### src/adcp_regs.svh
// Offsets, field positions, reset values and timing counts of the converter port.
// Included by the package and the control module; definitions only.
`ifndef ADCP_REGS_SVH
`define ADCP_REGS_SVH

// Written word layout
`define ADCP_ADDR_HI 15
`define ADCP_ADDR_LO 14
`define ADCP_ADDR_CTRL 2'h3
`define ADCP_CTRL_W 14
`define ADCP_CTRL_RESET 14'h0000
// Control field positions
`define ADCP_START_BIT 4
`define ADCP_AMODE_BIT 5
`define ADCP_RDSEL_LO 6
`define ADCP_RDSEL_HI 7
`define ADCP_PMGT_LO 8
`define ADCP_PMGT_HI 9
`define ADCP_CHSEL_LO 10
`define ADCP_CHSEL_HI 12
`define ADCP_SGLDIFF_BIT 13
`define ADCP_RDSEL_STATUS 2'h3
// Timing
`define ADCP_CLK_NS 4
`define ADCP_SETUP_NS 10
`define ADCP_SETUP_CYC ((`ADCP_SETUP_NS + `ADCP_CLK_NS - 1) / `ADCP_CLK_NS)
`define ADCP_CONV_HALF_PERIODS 33
`define ADCP_RES_W 12

`endif

### src/adcp_pkg.sv
// Types shared by the converter port logic.
// Assumes adcp_regs.svh is on the include path.
`default_nettype none
`include "adcp_regs.svh"
package adcp_pkg;
    // Host bus pins as sampled
    typedef struct packed {
        logic cs_n;
        logic rd_n;
        logic wr_n;
        logic word_sel;
        logic [15:0] data;
    } adcp_bus_s;

    // Conversion sequencer, one-hot
    typedef enum logic [2:0] {
        ST_IDLE = 3'b001,
        ST_ARMED = 3'b010,
        ST_CONV = 3'b100
    } adcp_state_e;
endpackage
`default_nettype wire

### src/adcp_ctrl.sv
// Control and host-port logic of a 12-bit eight-channel successive-approximation converter.
// Assumes all host pins and the master clock are asynchronous to sys_clk (250 MHz),
// and the SAR core result is on sar_code_in in the sys_clk domain.
`timescale 1ns/10ps
`default_nettype none
`include "adcp_regs.svh"

// Behaviour
// [RULE1] Word-select high: transfers are one 16-bit word on all data pins.
// [RULE2] Word-select low: bytes on low pins, pin 8 picks high or low byte.
// [RULE3] Data pins drive only during a selected read, otherwise released.
// [RULE4] Result straight binary in unipolar range, two's complement in bipolar.
// [RULE5] Busy rises when conversion starts, stays high until it ends.
// [RULE6] Start pin rising edge puts track/hold in hold and begins conversion.
// [RULE7] Host ties the start pin low when unused.
// [RULE8] Write strobe with chip select low writes data into the converter.
// [RULE9] Read strobe with chip select low drives selected register on pins.
// [RULE10] Strobes are ignored while chip select is high.
// [RULE11] Track/hold returns to tracking when busy falls.
// [RULE12] Host leaves 400ns acquisition between busy falling and next start.
// [RULE13] Host supplies a 4MHz master clock that paces conversion.
// [RULE14] Channel select bits choose eight single-ended or four differential inputs.
// [RULE15] Conversion begins on next master falling edge, lasts 16.5 or 17.5 periods.
// [RULE16] In byte mode host writes low byte first, then high byte.
// [RULE17] Top two written bits address: 11 loads control, 00 writes nothing.
// [RULE18] Read select 00 returns result with four leading zeros, 11 returns status.
// [RULE19] Start requests while busy are ignored.
module adcp_ctrl #(
    parameter int RES_W = `ADCP_RES_W
) (
    // Clock and reset
    input wire logic sys_clk,
    input wire logic reset_n,
    // Host bus pins
    input wire logic chip_select_n,
    input wire logic read_strobe_n,
    input wire logic write_strobe_n,
    input wire logic word_byte_select,
    input wire logic [15:0] data_pins_in,
    output logic [15:0] data_pins_out,
    output logic [15:0] data_pins_oe_n,
    // Conversion pins
    input wire logic conversion_start_pin,
    input wire logic master_clock_in,
    output logic busy,
    output logic hold,
    // SAR core
    input wire logic [RES_W-1:0] sar_code_in,
    // Analog front-end controls
    output logic [2:0] channel_select_bits,
    output logic single_ended_sel,
    output logic analog_mode,
    output logic [1:0] power_mgmt_bits
);
    // Elaboration check: the coding and read paths serve a 12-bit result only
    if (RES_W != 12)
    begin
        $error("adcp_ctrl serves a 12-bit result only");
    end

    adcp_pkg::adcp_bus_s bus_in;
    adcp_pkg::adcp_bus_s bus_s1_ff;
    adcp_pkg::adcp_bus_s bus_s2_ff;
    adcp_pkg::adcp_bus_s bus_q_ff;
    adcp_pkg::adcp_state_e state_ff;
    logic [2:0] start_sync_ff;
    logic [2:0] mclk_sync_ff;
    logic [`ADCP_CTRL_W-1:0] ctrl_ff;
    logic [7:0] low_byte_ff;
    logic [RES_W-1:0] result_ff;
    logic [2:0] setup_cnt_ff;
    logic [5:0] edge_cnt_ff;
    logic busy_ff;
    logic hold_ff;
    logic [15:0] data_out_ff;
    logic [15:0] data_oe_n_ff;
    logic wr_end;
    logic commit;
    logic [15:0] nxt_word;
    logic sw_start;
    logic start_req;
    logic mclk_fall;
    logic mclk_edge;
    logic conv_done;
    logic bipolar;
    logic rd_active;
    logic [15:0] rd_word;

    assign bus_in = '{chip_select_n, read_strobe_n, write_strobe_n, word_byte_select,
                      data_pins_in};

    // Two-stage synchronisers, plus one stage for edge detection
    always_ff @(posedge sys_clk or negedge reset_n)
    begin
        if (!reset_n)
        begin
            bus_s1_ff <= '{1'b1, 1'b1, 1'b1, 1'b1, 16'h0000};
            bus_s2_ff <= '{1'b1, 1'b1, 1'b1, 1'b1, 16'h0000};
            bus_q_ff <= '{1'b1, 1'b1, 1'b1, 1'b1, 16'h0000};
            start_sync_ff <= 3'h0;
            mclk_sync_ff <= 3'h0;
        end
        else
        begin
            bus_s1_ff <= bus_in;
            bus_s2_ff <= bus_s1_ff;
            bus_q_ff <= bus_s2_ff;
            start_sync_ff <= {start_sync_ff[1:0], conversion_start_pin};
            mclk_sync_ff <= {mclk_sync_ff[1:0], master_clock_in};
        end
    end

    // Write end detection and word assembly
    always_comb
    begin
        wr_end = !bus_q_ff.wr_n && bus_s2_ff.wr_n && !bus_q_ff.cs_n; // [RULE8] [RULE10]
        commit = 1'b0;
        nxt_word = bus_q_ff.data;
        if (wr_end)
        begin
            if (bus_q_ff.word_sel)
                commit = 1'b1; // [RULE1]
            else if (bus_q_ff.data[8])
            begin
                commit = 1'b1;
                nxt_word = {bus_q_ff.data[7:0], low_byte_ff}; // [RULE2] [RULE16]
            end
        end
    end

    assign sw_start = commit && (nxt_word[`ADCP_ADDR_HI:`ADCP_ADDR_LO] == `ADCP_ADDR_CTRL)
                      && nxt_word[`ADCP_START_BIT];
    assign start_req = (start_sync_ff[1] && !start_sync_ff[2]) || sw_start;
    assign mclk_fall = !mclk_sync_ff[1] && mclk_sync_ff[2];
    assign mclk_edge = mclk_sync_ff[1] ^ mclk_sync_ff[2];
    assign conv_done = (state_ff == adcp_pkg::ST_CONV) && mclk_edge
                       && (edge_cnt_ff == 6'(`ADCP_CONV_HALF_PERIODS - 1));
    assign bipolar = ctrl_ff[`ADCP_AMODE_BIT] && !ctrl_ff[`ADCP_SGLDIFF_BIT];

    // Low byte holding register for byte mode
    always_ff @(posedge sys_clk or negedge reset_n)
    begin
        if (!reset_n)
            low_byte_ff <= 8'h00;
        else if (wr_end && !bus_q_ff.word_sel && !bus_q_ff.data[8])
            low_byte_ff <= bus_q_ff.data[7:0]; // [RULE16]
    end

    // Control register; a write wins over the end-of-conversion clear
    always_ff @(posedge sys_clk or negedge reset_n)
    begin
        if (!reset_n)
            ctrl_ff <= `ADCP_CTRL_RESET;
        else if (commit && nxt_word[`ADCP_ADDR_HI:`ADCP_ADDR_LO] == `ADCP_ADDR_CTRL)
            ctrl_ff <= nxt_word[`ADCP_CTRL_W-1:0]; // [RULE17] [RULE14]
        else if (conv_done)
            ctrl_ff[`ADCP_START_BIT] <= 1'b0;
    end

    // Conversion sequencer
    always_ff @(posedge sys_clk or negedge reset_n)
    begin
        if (!reset_n)
        begin
            state_ff <= adcp_pkg::ST_IDLE;
            busy_ff <= 1'b0;
            hold_ff <= 1'b0;
            setup_cnt_ff <= 3'h0;
            edge_cnt_ff <= 6'h00;
        end
        else
        begin
            case (state_ff)
                adcp_pkg::ST_IDLE:
                begin
                    if (start_req) // [RULE19]
                    begin
                        state_ff <= adcp_pkg::ST_ARMED;
                        busy_ff <= 1'b1; // [RULE5]
                        hold_ff <= 1'b1; // [RULE6]
                        setup_cnt_ff <= 3'h0;
                    end
                end
                adcp_pkg::ST_ARMED:
                begin
                    // A falling edge too close to the request is skipped
                    if (mclk_fall && setup_cnt_ff >= 3'(`ADCP_SETUP_CYC))
                    begin
                        state_ff <= adcp_pkg::ST_CONV; // [RULE15]
                        edge_cnt_ff <= 6'h00;
                    end
                    else if (setup_cnt_ff != 3'h7)
                        setup_cnt_ff <= setup_cnt_ff + 3'h1;
                end
                adcp_pkg::ST_CONV:
                begin
                    if (conv_done)
                    begin
                        state_ff <= adcp_pkg::ST_IDLE;
                        busy_ff <= 1'b0;
                        hold_ff <= 1'b0; // [RULE11]
                    end
                    else if (mclk_edge)
                        edge_cnt_ff <= edge_cnt_ff + 6'h01; // [RULE15]
                end
                default:
                begin
                    state_ff <= adcp_pkg::ST_IDLE;
                    busy_ff <= 1'b0;
                    hold_ff <= 1'b0;
                end
            endcase
        end
    end

    // Result capture with output coding
    always_ff @(posedge sys_clk or negedge reset_n)
    begin
        if (!reset_n)
            result_ff <= '0;
        else if (conv_done)
            result_ff <= {sar_code_in[RES_W-1] ^ bipolar, sar_code_in[RES_W-2:0]}; // [RULE4]
    end

    // Read source selection
    always_comb
    begin
        if (ctrl_ff[`ADCP_RDSEL_HI:`ADCP_RDSEL_LO] == `ADCP_RDSEL_STATUS)
            rd_word = {busy_ff, hold_ff, ctrl_ff}; // [RULE18]
        else
            rd_word = {4'h0, result_ff}; // [RULE18]
    end

    assign rd_active = !bus_s2_ff.cs_n && !bus_s2_ff.rd_n; // [RULE9] [RULE10]

    // Data pin drivers
    always_ff @(posedge sys_clk or negedge reset_n)
    begin
        if (!reset_n)
        begin
            data_out_ff <= 16'h0000;
            data_oe_n_ff <= 16'hffff;
        end
        else if (rd_active && bus_s2_ff.word_sel)
        begin
            data_out_ff <= rd_word; // [RULE1]
            data_oe_n_ff <= 16'h0000;
        end
        else if (rd_active)
        begin
            data_out_ff <= {8'h00, bus_s2_ff.data[8] ? rd_word[15:8] : rd_word[7:0]}; // [RULE2]
            data_oe_n_ff <= 16'hff00;
        end
        else
            data_oe_n_ff <= 16'hffff; // [RULE3]
    end

    assign data_pins_out = data_out_ff;
    assign data_pins_oe_n = data_oe_n_ff;
    assign busy = busy_ff;
    assign hold = hold_ff;
    assign channel_select_bits = ctrl_ff[`ADCP_CHSEL_HI:`ADCP_CHSEL_LO];
    assign single_ended_sel = ctrl_ff[`ADCP_SGLDIFF_BIT];
    assign analog_mode = ctrl_ff[`ADCP_AMODE_BIT];
    assign power_mgmt_bits = ctrl_ff[`ADCP_PMGT_HI:`ADCP_PMGT_LO];

    // Checks
    AST_BUSY_HOLDS: assert property (@(posedge sys_clk) disable iff (!reset_n) // [RULE5]
        busy_ff |-> hold_ff) else $error("busy high without hold");
    AST_START_RAISES: assert property (@(posedge sys_clk) disable iff (!reset_n) // [RULE6]
        (state_ff == adcp_pkg::ST_IDLE) && start_req |=> busy_ff && hold_ff)
        else $error("start did not raise busy");
    AST_TRACK_ON_FALL: assert property (@(posedge sys_clk) disable iff (!reset_n) // [RULE11]
        $fell(busy_ff) |-> !hold_ff && $past(conv_done)) else $error("track not at busy fall");
    AST_END_COUNT: assert property (@(posedge sys_clk) disable iff (!reset_n) // [RULE15]
        $fell(busy_ff) |-> $past(edge_cnt_ff) == 6'h20) else $error("conversion length wrong");
    AST_IGNORE_START: assert property (@(posedge sys_clk) disable iff (!reset_n) // [RULE19]
        (state_ff == adcp_pkg::ST_CONV) && !conv_done |=> busy_ff && $stable(result_ff))
        else $error("conversion disturbed");
    AST_NO_DRIVE_IDLE: assert property (@(posedge sys_clk) disable iff (!reset_n) // [RULE3]
        bus_s2_ff.cs_n |=> data_oe_n_ff == 16'hffff) else $error("pins driven unselected");
    AST_CTRL_WRITE: assert property (@(posedge sys_clk) disable iff (!reset_n) // [RULE17]
        commit && nxt_word[15:14] == 2'h3 |=> ctrl_ff == $past(nxt_word[13:0]))
        else $error("control write lost");
    AST_NULL_WRITE: assert property (@(posedge sys_clk) disable iff (!reset_n) // [RULE17]
        commit && nxt_word[15:14] == 2'h0 && !conv_done |=> $stable(ctrl_ff))
        else $error("null address wrote");
    AST_READ_RESULT: assert property (@(posedge sys_clk) disable iff (!reset_n) // [RULE18]
        rd_active && bus_s2_ff.word_sel && ctrl_ff[7:6] == 2'h0 |=> data_out_ff[15:12] == 4'h0
        && data_out_ff[11:0] == $past(result_ff)) else $error("result read wrong");
    AST_BIPOLAR_CODE: assert property (@(posedge sys_clk) disable iff (!reset_n) // [RULE4]
        conv_done && bipolar |=> result_ff[11] == !$past(sar_code_in[11]))
        else $error("bipolar coding wrong");
    AST_BYTE_PINS: assert property (@(posedge sys_clk) disable iff (!reset_n) // [RULE2]
        rd_active && !bus_s2_ff.word_sel |=> data_oe_n_ff == 16'hff00) else $error("byte pins");
endmodule
`default_nettype wire

### config.mk
export PLATFORM = sky130hd
export DESIGN_NAME = adcp_ctrl
export DESIGN_NICKNAME = d
export VERILOG_FILES = /design/src/adcp_pkg.sv /design/src/adcp_ctrl.sv
export VERILOG_INCLUDE_DIRS = /design/src
export SDC_FILE = /design/constraint.sdc
export NUM_CORES = 1
export LEC_CHECK = 0
export CAP_MARGIN = 20
export CORE_ASPECT_RATIO = 1.75
export CORE_MARGIN = 5
export CORE_UTILIZATION = 60
export CTS_BUF_LIST = sky130_fd_sc_hd__clkbuf_2
export DETAILED_ROUTE_END_ITERATION = 6
export DONT_BUFFER_PORTS = 1
export PLACE_DENSITY_LB_ADDON = 0.05
export SLEW_MARGIN = 5
export SYNTH_ARGS = -nofsm -noshare
export SYNTH_HDL_FRONTEND = slang
export SYNTH_SLANG_ARGS = --single-unit
### constraint.sdc
create_clock -name sys_clk -period 2.8 [get_ports sys_clk]
set_input_delay 0.14 -clock sys_clk [delete_from_list [all_inputs] [get_ports sys_clk]]
set_output_delay 0.14 -clock sys_clk [all_outputs]
set_load 0.01 [all_outputs]
== After elaboration in Yosys (flattened, before gate mapping) ==
Index checks and enable logic that the tools add are counted.
Storage, ports and cells
  flip-flop bits (word level): 144
  bits of input ports: 36
  output and inout port bits: 41
Operators by class
  $add $sub $neg: 2
  order comparisons: 1
  equality and inequality tests: 14
  muxes and demuxes: 28
  bitwise gates (word level): 3
  reductions and logical operators: 32
Operator list (number)
  16-bit 2-to-1 mux: 7
  3-bit 2-to-1 mux: 6
  6-bit 2-to-1 mux: 3
  8-bit 2-to-1 mux: 2
  1-bit logical AND: 14
  2-bit != test, second input constant: 7
  6-bit case mux with 2 select lines: 1
  1-bit logical NOT: 9
  3-bit case mux with 3 select lines: 1
  4-bit AND reduction: 2
  2-bit nonzero test: 4
  6-bit by 1-bit adder with 6-bit output, second input constant: 1
  6-bit equality test, second input constant: 1
  1-bit 2-to-1 mux: 6
  3-bit case mux with 2 select lines: 1
  3-bit AND reduction: 2
  2-bit equality test, second input constant: 2
  3-bit by 1-bit adder with 3-bit output, second input constant: 1
  3-bit by 1-bit equality test with 1-bit output, second input constant: 1
  3-bit by 2-bit equality test with 1-bit output, second input constant: 1
  3-bit equality test, second input constant: 1
  3-bit by 2-bit greater-or-equal comparator with 1-bit output, second input constant: 1
  3-bit != test, second input constant: 1
  1-bit case mux with 3 select lines: 1
  3 further kinds: 4

== Logic depth before layout (Yosys ltp) ==
Gate-level depths: netlist of run 1.
  word-level depth: 10
  depth in mapped cells: 7
  gate-level depth less buffers: 6

== Least setup slack after synthesis of run 1 ==
No wires, ideal clock.
  path kind: reg-to-reg
  start: register setup_cnt_ff[0]
  end: register setup_cnt_ff[0]
  setup time: 0.083 ns
  data arrival time: 1.779 ns
  path slack: 0.938 ns
  cell stages (with the launch flop): 7
  buffers on the path: 0
  cells stage by stage: dfrtp_1 ha_1 ha_1 a211o_1 a2111o_1 or2_0 o21ai_0
Between the ends
  cells in the longest elaborated chain, start to end: 4
RTL lines
  from (decl): line adcp_ctrl.sv:71  | logic [2:0] setup_cnt_ff;
  from (signal assigned): line adcp_ctrl.sv:193  | setup_cnt_ff <= setup_cnt_ff + 3'h1;
  3-bit by 1-bit adder with 3-bit output / 3-bit by 2-bit greater-or-equal comparator with 1-bit output (equally long branches): line adcp_ctrl.sv:193, adcp_ctrl.sv:187
  3-bit 2-to-1 mux / 1-bit logical AND (equally long branches): line adcp_ctrl.sv:192, adcp_ctrl.sv:187
  3-bit 2-to-1 mux / 2-bit != test (equally long branches)
  3-bit case mux with 2 select lines / 4-bit AND reduction (equally long branches)
Several ways; a longest one is shown, not always the timed one. The select of a mux whose other input is x is not followed.
A chain may end at the register's enable or synchronous reset.

== Worst setup path in the final report of run 1 ==
Ends and elaborated chain as after synthesis.

==> results of run 1 <==
==> critical path, delay by kind of cell (launching register included) <==
| kind | cells | cell delay [ns] |
|---|---|---|
| AO/OA/AOI/OAI | 3 | 0.88 |
| flip-flops | 1 | 0.45 |
| adder cells (fa/ha/maj) | 2 | 0.42 |
| AND/OR/NAND/NOR | 1 | 0.22 |
==> power by group <==
group	switching, µW	internal, µW
clock network	704	436
registers	137	2020
logic	142	152
==> kinds of logic (layout without fill, tap and decap cells) <==
logic type	count (synthesis)	count (layout)	synth area share, %
AO/OA/AOI/OAI	59	59	6.94
AND/OR/NAND/NOR	79	79	8.77
buffers and inverters	40	102	5.14
adder cells (fa/ha/maj)	6	6	1.54
XOR/XNOR	1	1	0.180
flip-flops	129	129	66.7
multiplexers	49	49	10.7
==> stage by stage <==
step           cell area, µm²  instances  setup slack, ns  total power (µW)
3_5_place_dp             4790        425            0.805              2390
5_1_grt                  5630        515            0.501              3790
4_1_cts                  5630        515            0.752              3640
6_report                 5630        515            0.764              3590
3_3_place_gp             4790        425            0.882              2380
2_1_floorplan            4870        363            0.938              2360
==> per-layer routing <==
metal / wire [µm] / track usage [%] / vias to the layer above
li1: - / - / 1335
met1: 3150 / 20.0 / 1367
met5: 0 / 0 / -
met3: 476 / 6.54 / 13
met2: 4600 / 32.9 / 78
met4: 136 / 7.06 / 0
==> Yosys cell counts, drive strengths merged (2+ instances only) <==
cell type and n:
o21ai 33, and3 2, nand4 3, nand2b 2, nor2b 4, nand3 4
ha 6, or3 2, a21oi 11, or3b 3, inv 8, dfstp 14
mux2 25, nor2 5, nor3b 5, mux2i 24, nor4 2, dfrtp 115
a2111o 2, a31oi 3, nand2 40, o22ai 3, buf 31
==> sequential cells by signal (all words and copies together) (netlist names), 6 cells and up <==
register,cells
low_byte_ff,8
ctrl_ff,14
data_pins_out,15
edge_cnt_ff,6
result_ff,12
bus_s1_ff,20
bus_q_ff,19
bus_s2_ff,20
==> cell type report <==
| class | instances | area (µm²) |
|---|---|---|
| sequential | 129 | 3250 |
| fill | 552 | 2270 |
| multi-input combinational | 194 | 1370 |
| timing repair buffer | 62 | 628 |
| clock inverter | 13 | 153 |
| tap | 90 | 113 |
| clock buffer | 19 | 95.1 |
| inverter | 8 | 30.0 |
==> final timing paths <==
path | from | to | slack [ns] | cells after the start
hold reg to reg | bus_s1_ff[7] | bus_s2_ff[7] | 0.35 | 0
setup reg to reg | setup_cnt_ff[0] | setup_cnt_ff[0] | 0.76 | 6
hold / removal | reset_n | data_pins_out[14] | 0.01 | 2
min in group sys_clk | sar_code_in[5] | result_ff[5] | 0.13 | 2
max in group asynchronous | reset_n | bus_s1_ff[7] | 2.27 | 2
setup / recovery | setup_cnt_ff[0] | setup_cnt_ff[0] | 0.76 | 6
==> impl_metrics.yaml, run 1 <==
critical_path:
  start_kind: "register"
  slowest_delay_ns: 0.51
  cp_max_fo: 6
  critical_path_class: "reg2reg"
  cp.arrival_ns: 2.63
  required_ns: 3.40
  slowest_stage: "a2111o_1"
  endpoint_kind: "register"
  path_cells: "ha_1 -> ha_1 -> a211o_1 -> a2111o_1 -> or2_0 -> o21ai_0"
  crit_path_frequent_cell: "ha_1"
sta:
  fmax_mhz: 491
  skew_ns: 0.0306
  setup_tns_ns: 0
  slew_headroom_pct: 50.5
  rsz0062_at_grt: "false"
  hold_violations: 0
  drv_slew: 0
  final-setup-viol-count: 0
  fin_crit_sh_pct: 72.7
  fin_crit_ns: 2.04
  worst_pin_slew_ns: 0.743
  hold_ws_ns: 0.00953
final_layout:
  antenna-diode-count: 0
  final_common_cell: "dfrtp_1"
  final_cell_mix: "115 x dfrtp_1, 57 x dlygate4sd3_1, 39 x nand2_1"
  area_growth_pct: 15.8
  final_core_util_pct: 71.2
  drive_gt1_share_pct: 19.1
  nNetsFinal: 454
global_routing:
  antenna_found_initial: 0
  grt_overflow: 0
  grt_start_max_net_pins: 130
  grtUsageTotal_pct: 18.5
  grt_pass1_wl_um: 14400
  grt_pass1_vias: 2974
cts:
  clkSlewWorstSetupHoldPaths_ns: 0.21
  cts_root_buf: "clkbuf_2"
  cts.path.max_buffers: 2
  clk_latency_ns: 0.68
  cts.htree.levels: 4
  cts_buffers: 17
  cts_resized: 0
  cts_tree: "done"
  post-cts-setup-buffers: 0
  cts_hold_buf: 58
  cts_num_sinks: 129
floorplan:
  die_h_um: 129
  dieArea_um2: 10100
  rows: 43
  initial_core_util_pct: 61.5
  pin_count: 77
  die_w_um: 78.1
  core_um2: 7910
yosys:
  synth-seq-area-share_pct: 66.7
  ys_ff_latch: 129
  syn_inst: 363
  synth-edff-count: 0
  async_flop_share_pct: 100
  synth_area_um2: 4870
  synth_cell_types: 45
  synth_area_leader_cell: "dfrtp_1"
  synth_top_area_share_pct: 59.1
  synth_nets: 405
  synth-main-ff-cell: "dfrtp_1"
  yosys-top-cells-area: "dfrtp_1 59%, dfstp_2 7.6%, mux2_2 5.8%, mux2i_1 4.9%, buf_4 3.4%"
  yosysWarnings: 0
  avgSynthCellArea_um2: 13.4
place:
  portBuffers: 0
  dp_hpwl_um: 5500
  routabilityCongestion: 0.758
drt:
  drt_iter0_markers: 115
  first_pass_iters: 4
  vias_per_cell: 5.42
  antenna_left: 0
  wl_um: 8360
  via_count: 2793
  drc: 0
  wl_per_cell_um: 16.2
power_and_ir_drop:
  ir_drop_uv: 483
  p_per_area_nw_per_um2: 637
  leakage_uw: 0.00256
run_status:
  status: "finished, final reports clean"
flow_run:
  drv_cap: 0
worst_hold_path:
  hp-class: "in2async"
Power figures use the tool's default switching activity.
==> run 2: changes to the inputs <==
clock period = 2.12 ns   (was 2.8 ns; I/O delays follow)
==> impl_metrics.yaml, run 2 (synthesis results as in run 1) <==
critical_path:
  required_ns: 2.67
  critical_path_class: "reg2reg"
  rrSetupSlack_ns: 0.13
  r2r_end: "setup_cnt_ff[0]"
  cp_max_fo: 6
  endpoint_kind: "register"
  cp.arrival_ns: 2.54
  start_kind: "register"
  reg2reg_from: "setup_cnt_ff[0]"
  reg2regPathDepth: 6
global_routing:
  grt_pass1_wl_um: 14700
  antenna_found_initial: 0
  grt_pass1_vias: 3011
  grtUsageTotal_pct: 18.9
  grt_start_max_net_pins: 130
  grt_overflow: 0
drt:
  antenna_left: 0
  drc: 0
  vias_per_cell: 5.40
  via_count: 2784
  drt_iter0_markers: 98
  first_pass_iters: 4
  wl_um: 8360
  wl_per_cell_um: 16.2
cts:
  post-cts-setup-buffers: 0
  clkSlewWorstSetupHoldPaths_ns: 0.19
  clk_latency_ns: 0.64
  cts.path.max_buffers: 2
  cts_tree: "done"
  cts_num_sinks: 129
  cts.htree.levels: 4
  cts_root_buf: "clkbuf_2"
  cts_hold_buf: 56
  cts_buffers: 17
sta:
  slew_headroom_pct: 53.9
  worst_pin_slew_ns: 0.690
  final-setup-viol-count: 0
  setup_tns_ns: 0
  fin_crit_ns: 1.99
  skew_ns: 0.0253
  fmax_mhz: 503
  fin_crit_sh_pct: 93.9
  drv_slew: 0
  hold_violations: 129
  hold_ws_ns: -0.870
  rsz0062_at_grt: "false"
floorplan:
  rows: 43
  core_um2: 7910
  dieArea_um2: 10100
  initial_core_util_pct: 61.5
  die_w_um: 78.1
  pin_count: 77
  die_h_um: 129
final_layout:
  drive_gt1_share_pct: 19.2
  final_common_cell: "dfrtp_1"
  instances_no_fill: 516
  top_regs: "bus_s1_ff x20, bus_s2_ff x20, bus_q_ff x19"
  final_cell_mix: "115 x dfrtp_1, 56 x dlygate4sd3_1, 39 x nand2_1"
  nNetsFinal: 455
  final_core_util_pct: 70.5
  area_growth_pct: 14.5
  antenna-diode-count: 0
place:
  dp_hpwl_um: 5430
  routabilityCongestion: 0.736
  portBuffers: 0
  post-place-cells: 428
run_status:
  violations: "negative hold slack"
  status: "complete, but fails checks"
power_and_ir_drop:
  power_frac_seq_pct: 64.5
  swShare_pct: 27.9
  p_per_area_nw_per_um2: 793
  p_switching_uw: 1230
  p_int_uw: 3190
  ir_drop_uv: 656
  finalPower_uw: 4420
  leakage_uw: 0.00252
  clkPwrFrac_pct: 27.7
  comb_power_share_pct: 7.8
worst_hold_path:
  hp-class: "in2async"
flow_run:
  drv_cap: 0
==> run 2: power by group through the flow <==
stage / combinational, µW / sequential (µW) / clock [µW]
floorplan: 297 / 2820 / 0
global placement: 251 / 2890 / 0
detailed placement: 262 / 2900 / 0
CTS: 344 / 2850 / 1280
global route: 394 / 2880 / 1420
finish: 344 / 2850 / 1220
==> run 2: area by class of cell <==
type | instances | area, µm²
well taps | 90 | 113
repair buffers | 63 | 613
clock buffers | 18 | 90.1
multi-input cells | 194 | 1380
inverters | 8 | 30.0
fillers | 550 | 2340
clock inverters | 14 | 105
flip-flops and latches | 129 | 3250
==> run 2: worst max path at each step <==
stage	start	cells after the start	slack [ns]	endpoint
after detailed placement	setup_cnt_ff[0]	6	0.13	setup_cnt_ff[0]
after global routing	bus_s2_ff[16]	4	0.01	data_pins_out[1]
final	setup_cnt_ff[0]	6	0.13	setup_cnt_ff[0]
after global placement	setup_cnt_ff[0]	6	0.22	setup_cnt_ff[0]
after CTS	setup_cnt_ff[0]	6	0.09	setup_cnt_ff[0]
after floorplan	setup_cnt_ff[0]	6	0.26	setup_cnt_ff[0]
==> run 2: critical path: stages, from the launching register on <==
cell and delay, ns:
dfrtp_1 0.45, ha_1 0.23, ha_1 0.18, a211o_1 0.31
a2111o_1 0.46, or2_0 0.21, o21ai_0 0.08
==> run 2: through the flow <==
| step | setup WS (ns) | hold WS (ns) | instance area (µm²) |
|---|---|---|---|
| 6_report | 0.130 | -0.870 | 5570 |
| 3_3_place_gp | 0.220 | -0.187 | 4810 |
| 2_1_floorplan | 0.258 | -0.190 | 4870 |
| 3_5_place_dp | 0.128 | -0.187 | 4810 |
| 4_1_cts | 0.0864 | -0.947 | 5570 |
| 5_1_grt | 0.00951 | -0.999 | 5570 |
==> run 2: layer usage <==
layer | vias to the layer above | global-route usage (%) | part of all wire, %
li1 | 1339 | - | -
met1 | 1362 | 21.6 | 39
met2 | 74 | 32.7 | 54
met3 | 9 | 6.26 | 5.2
met4 | 0 | 6.87 | 1.4
met5 | - | 0 | 0
==> run 2: what timing repair did <==
item                                    4_1_cts  5_1_grt
endpoints found under the setup margin        0        3
gates resized for setup                       0        1
endpoints found under the hold margin       163      129
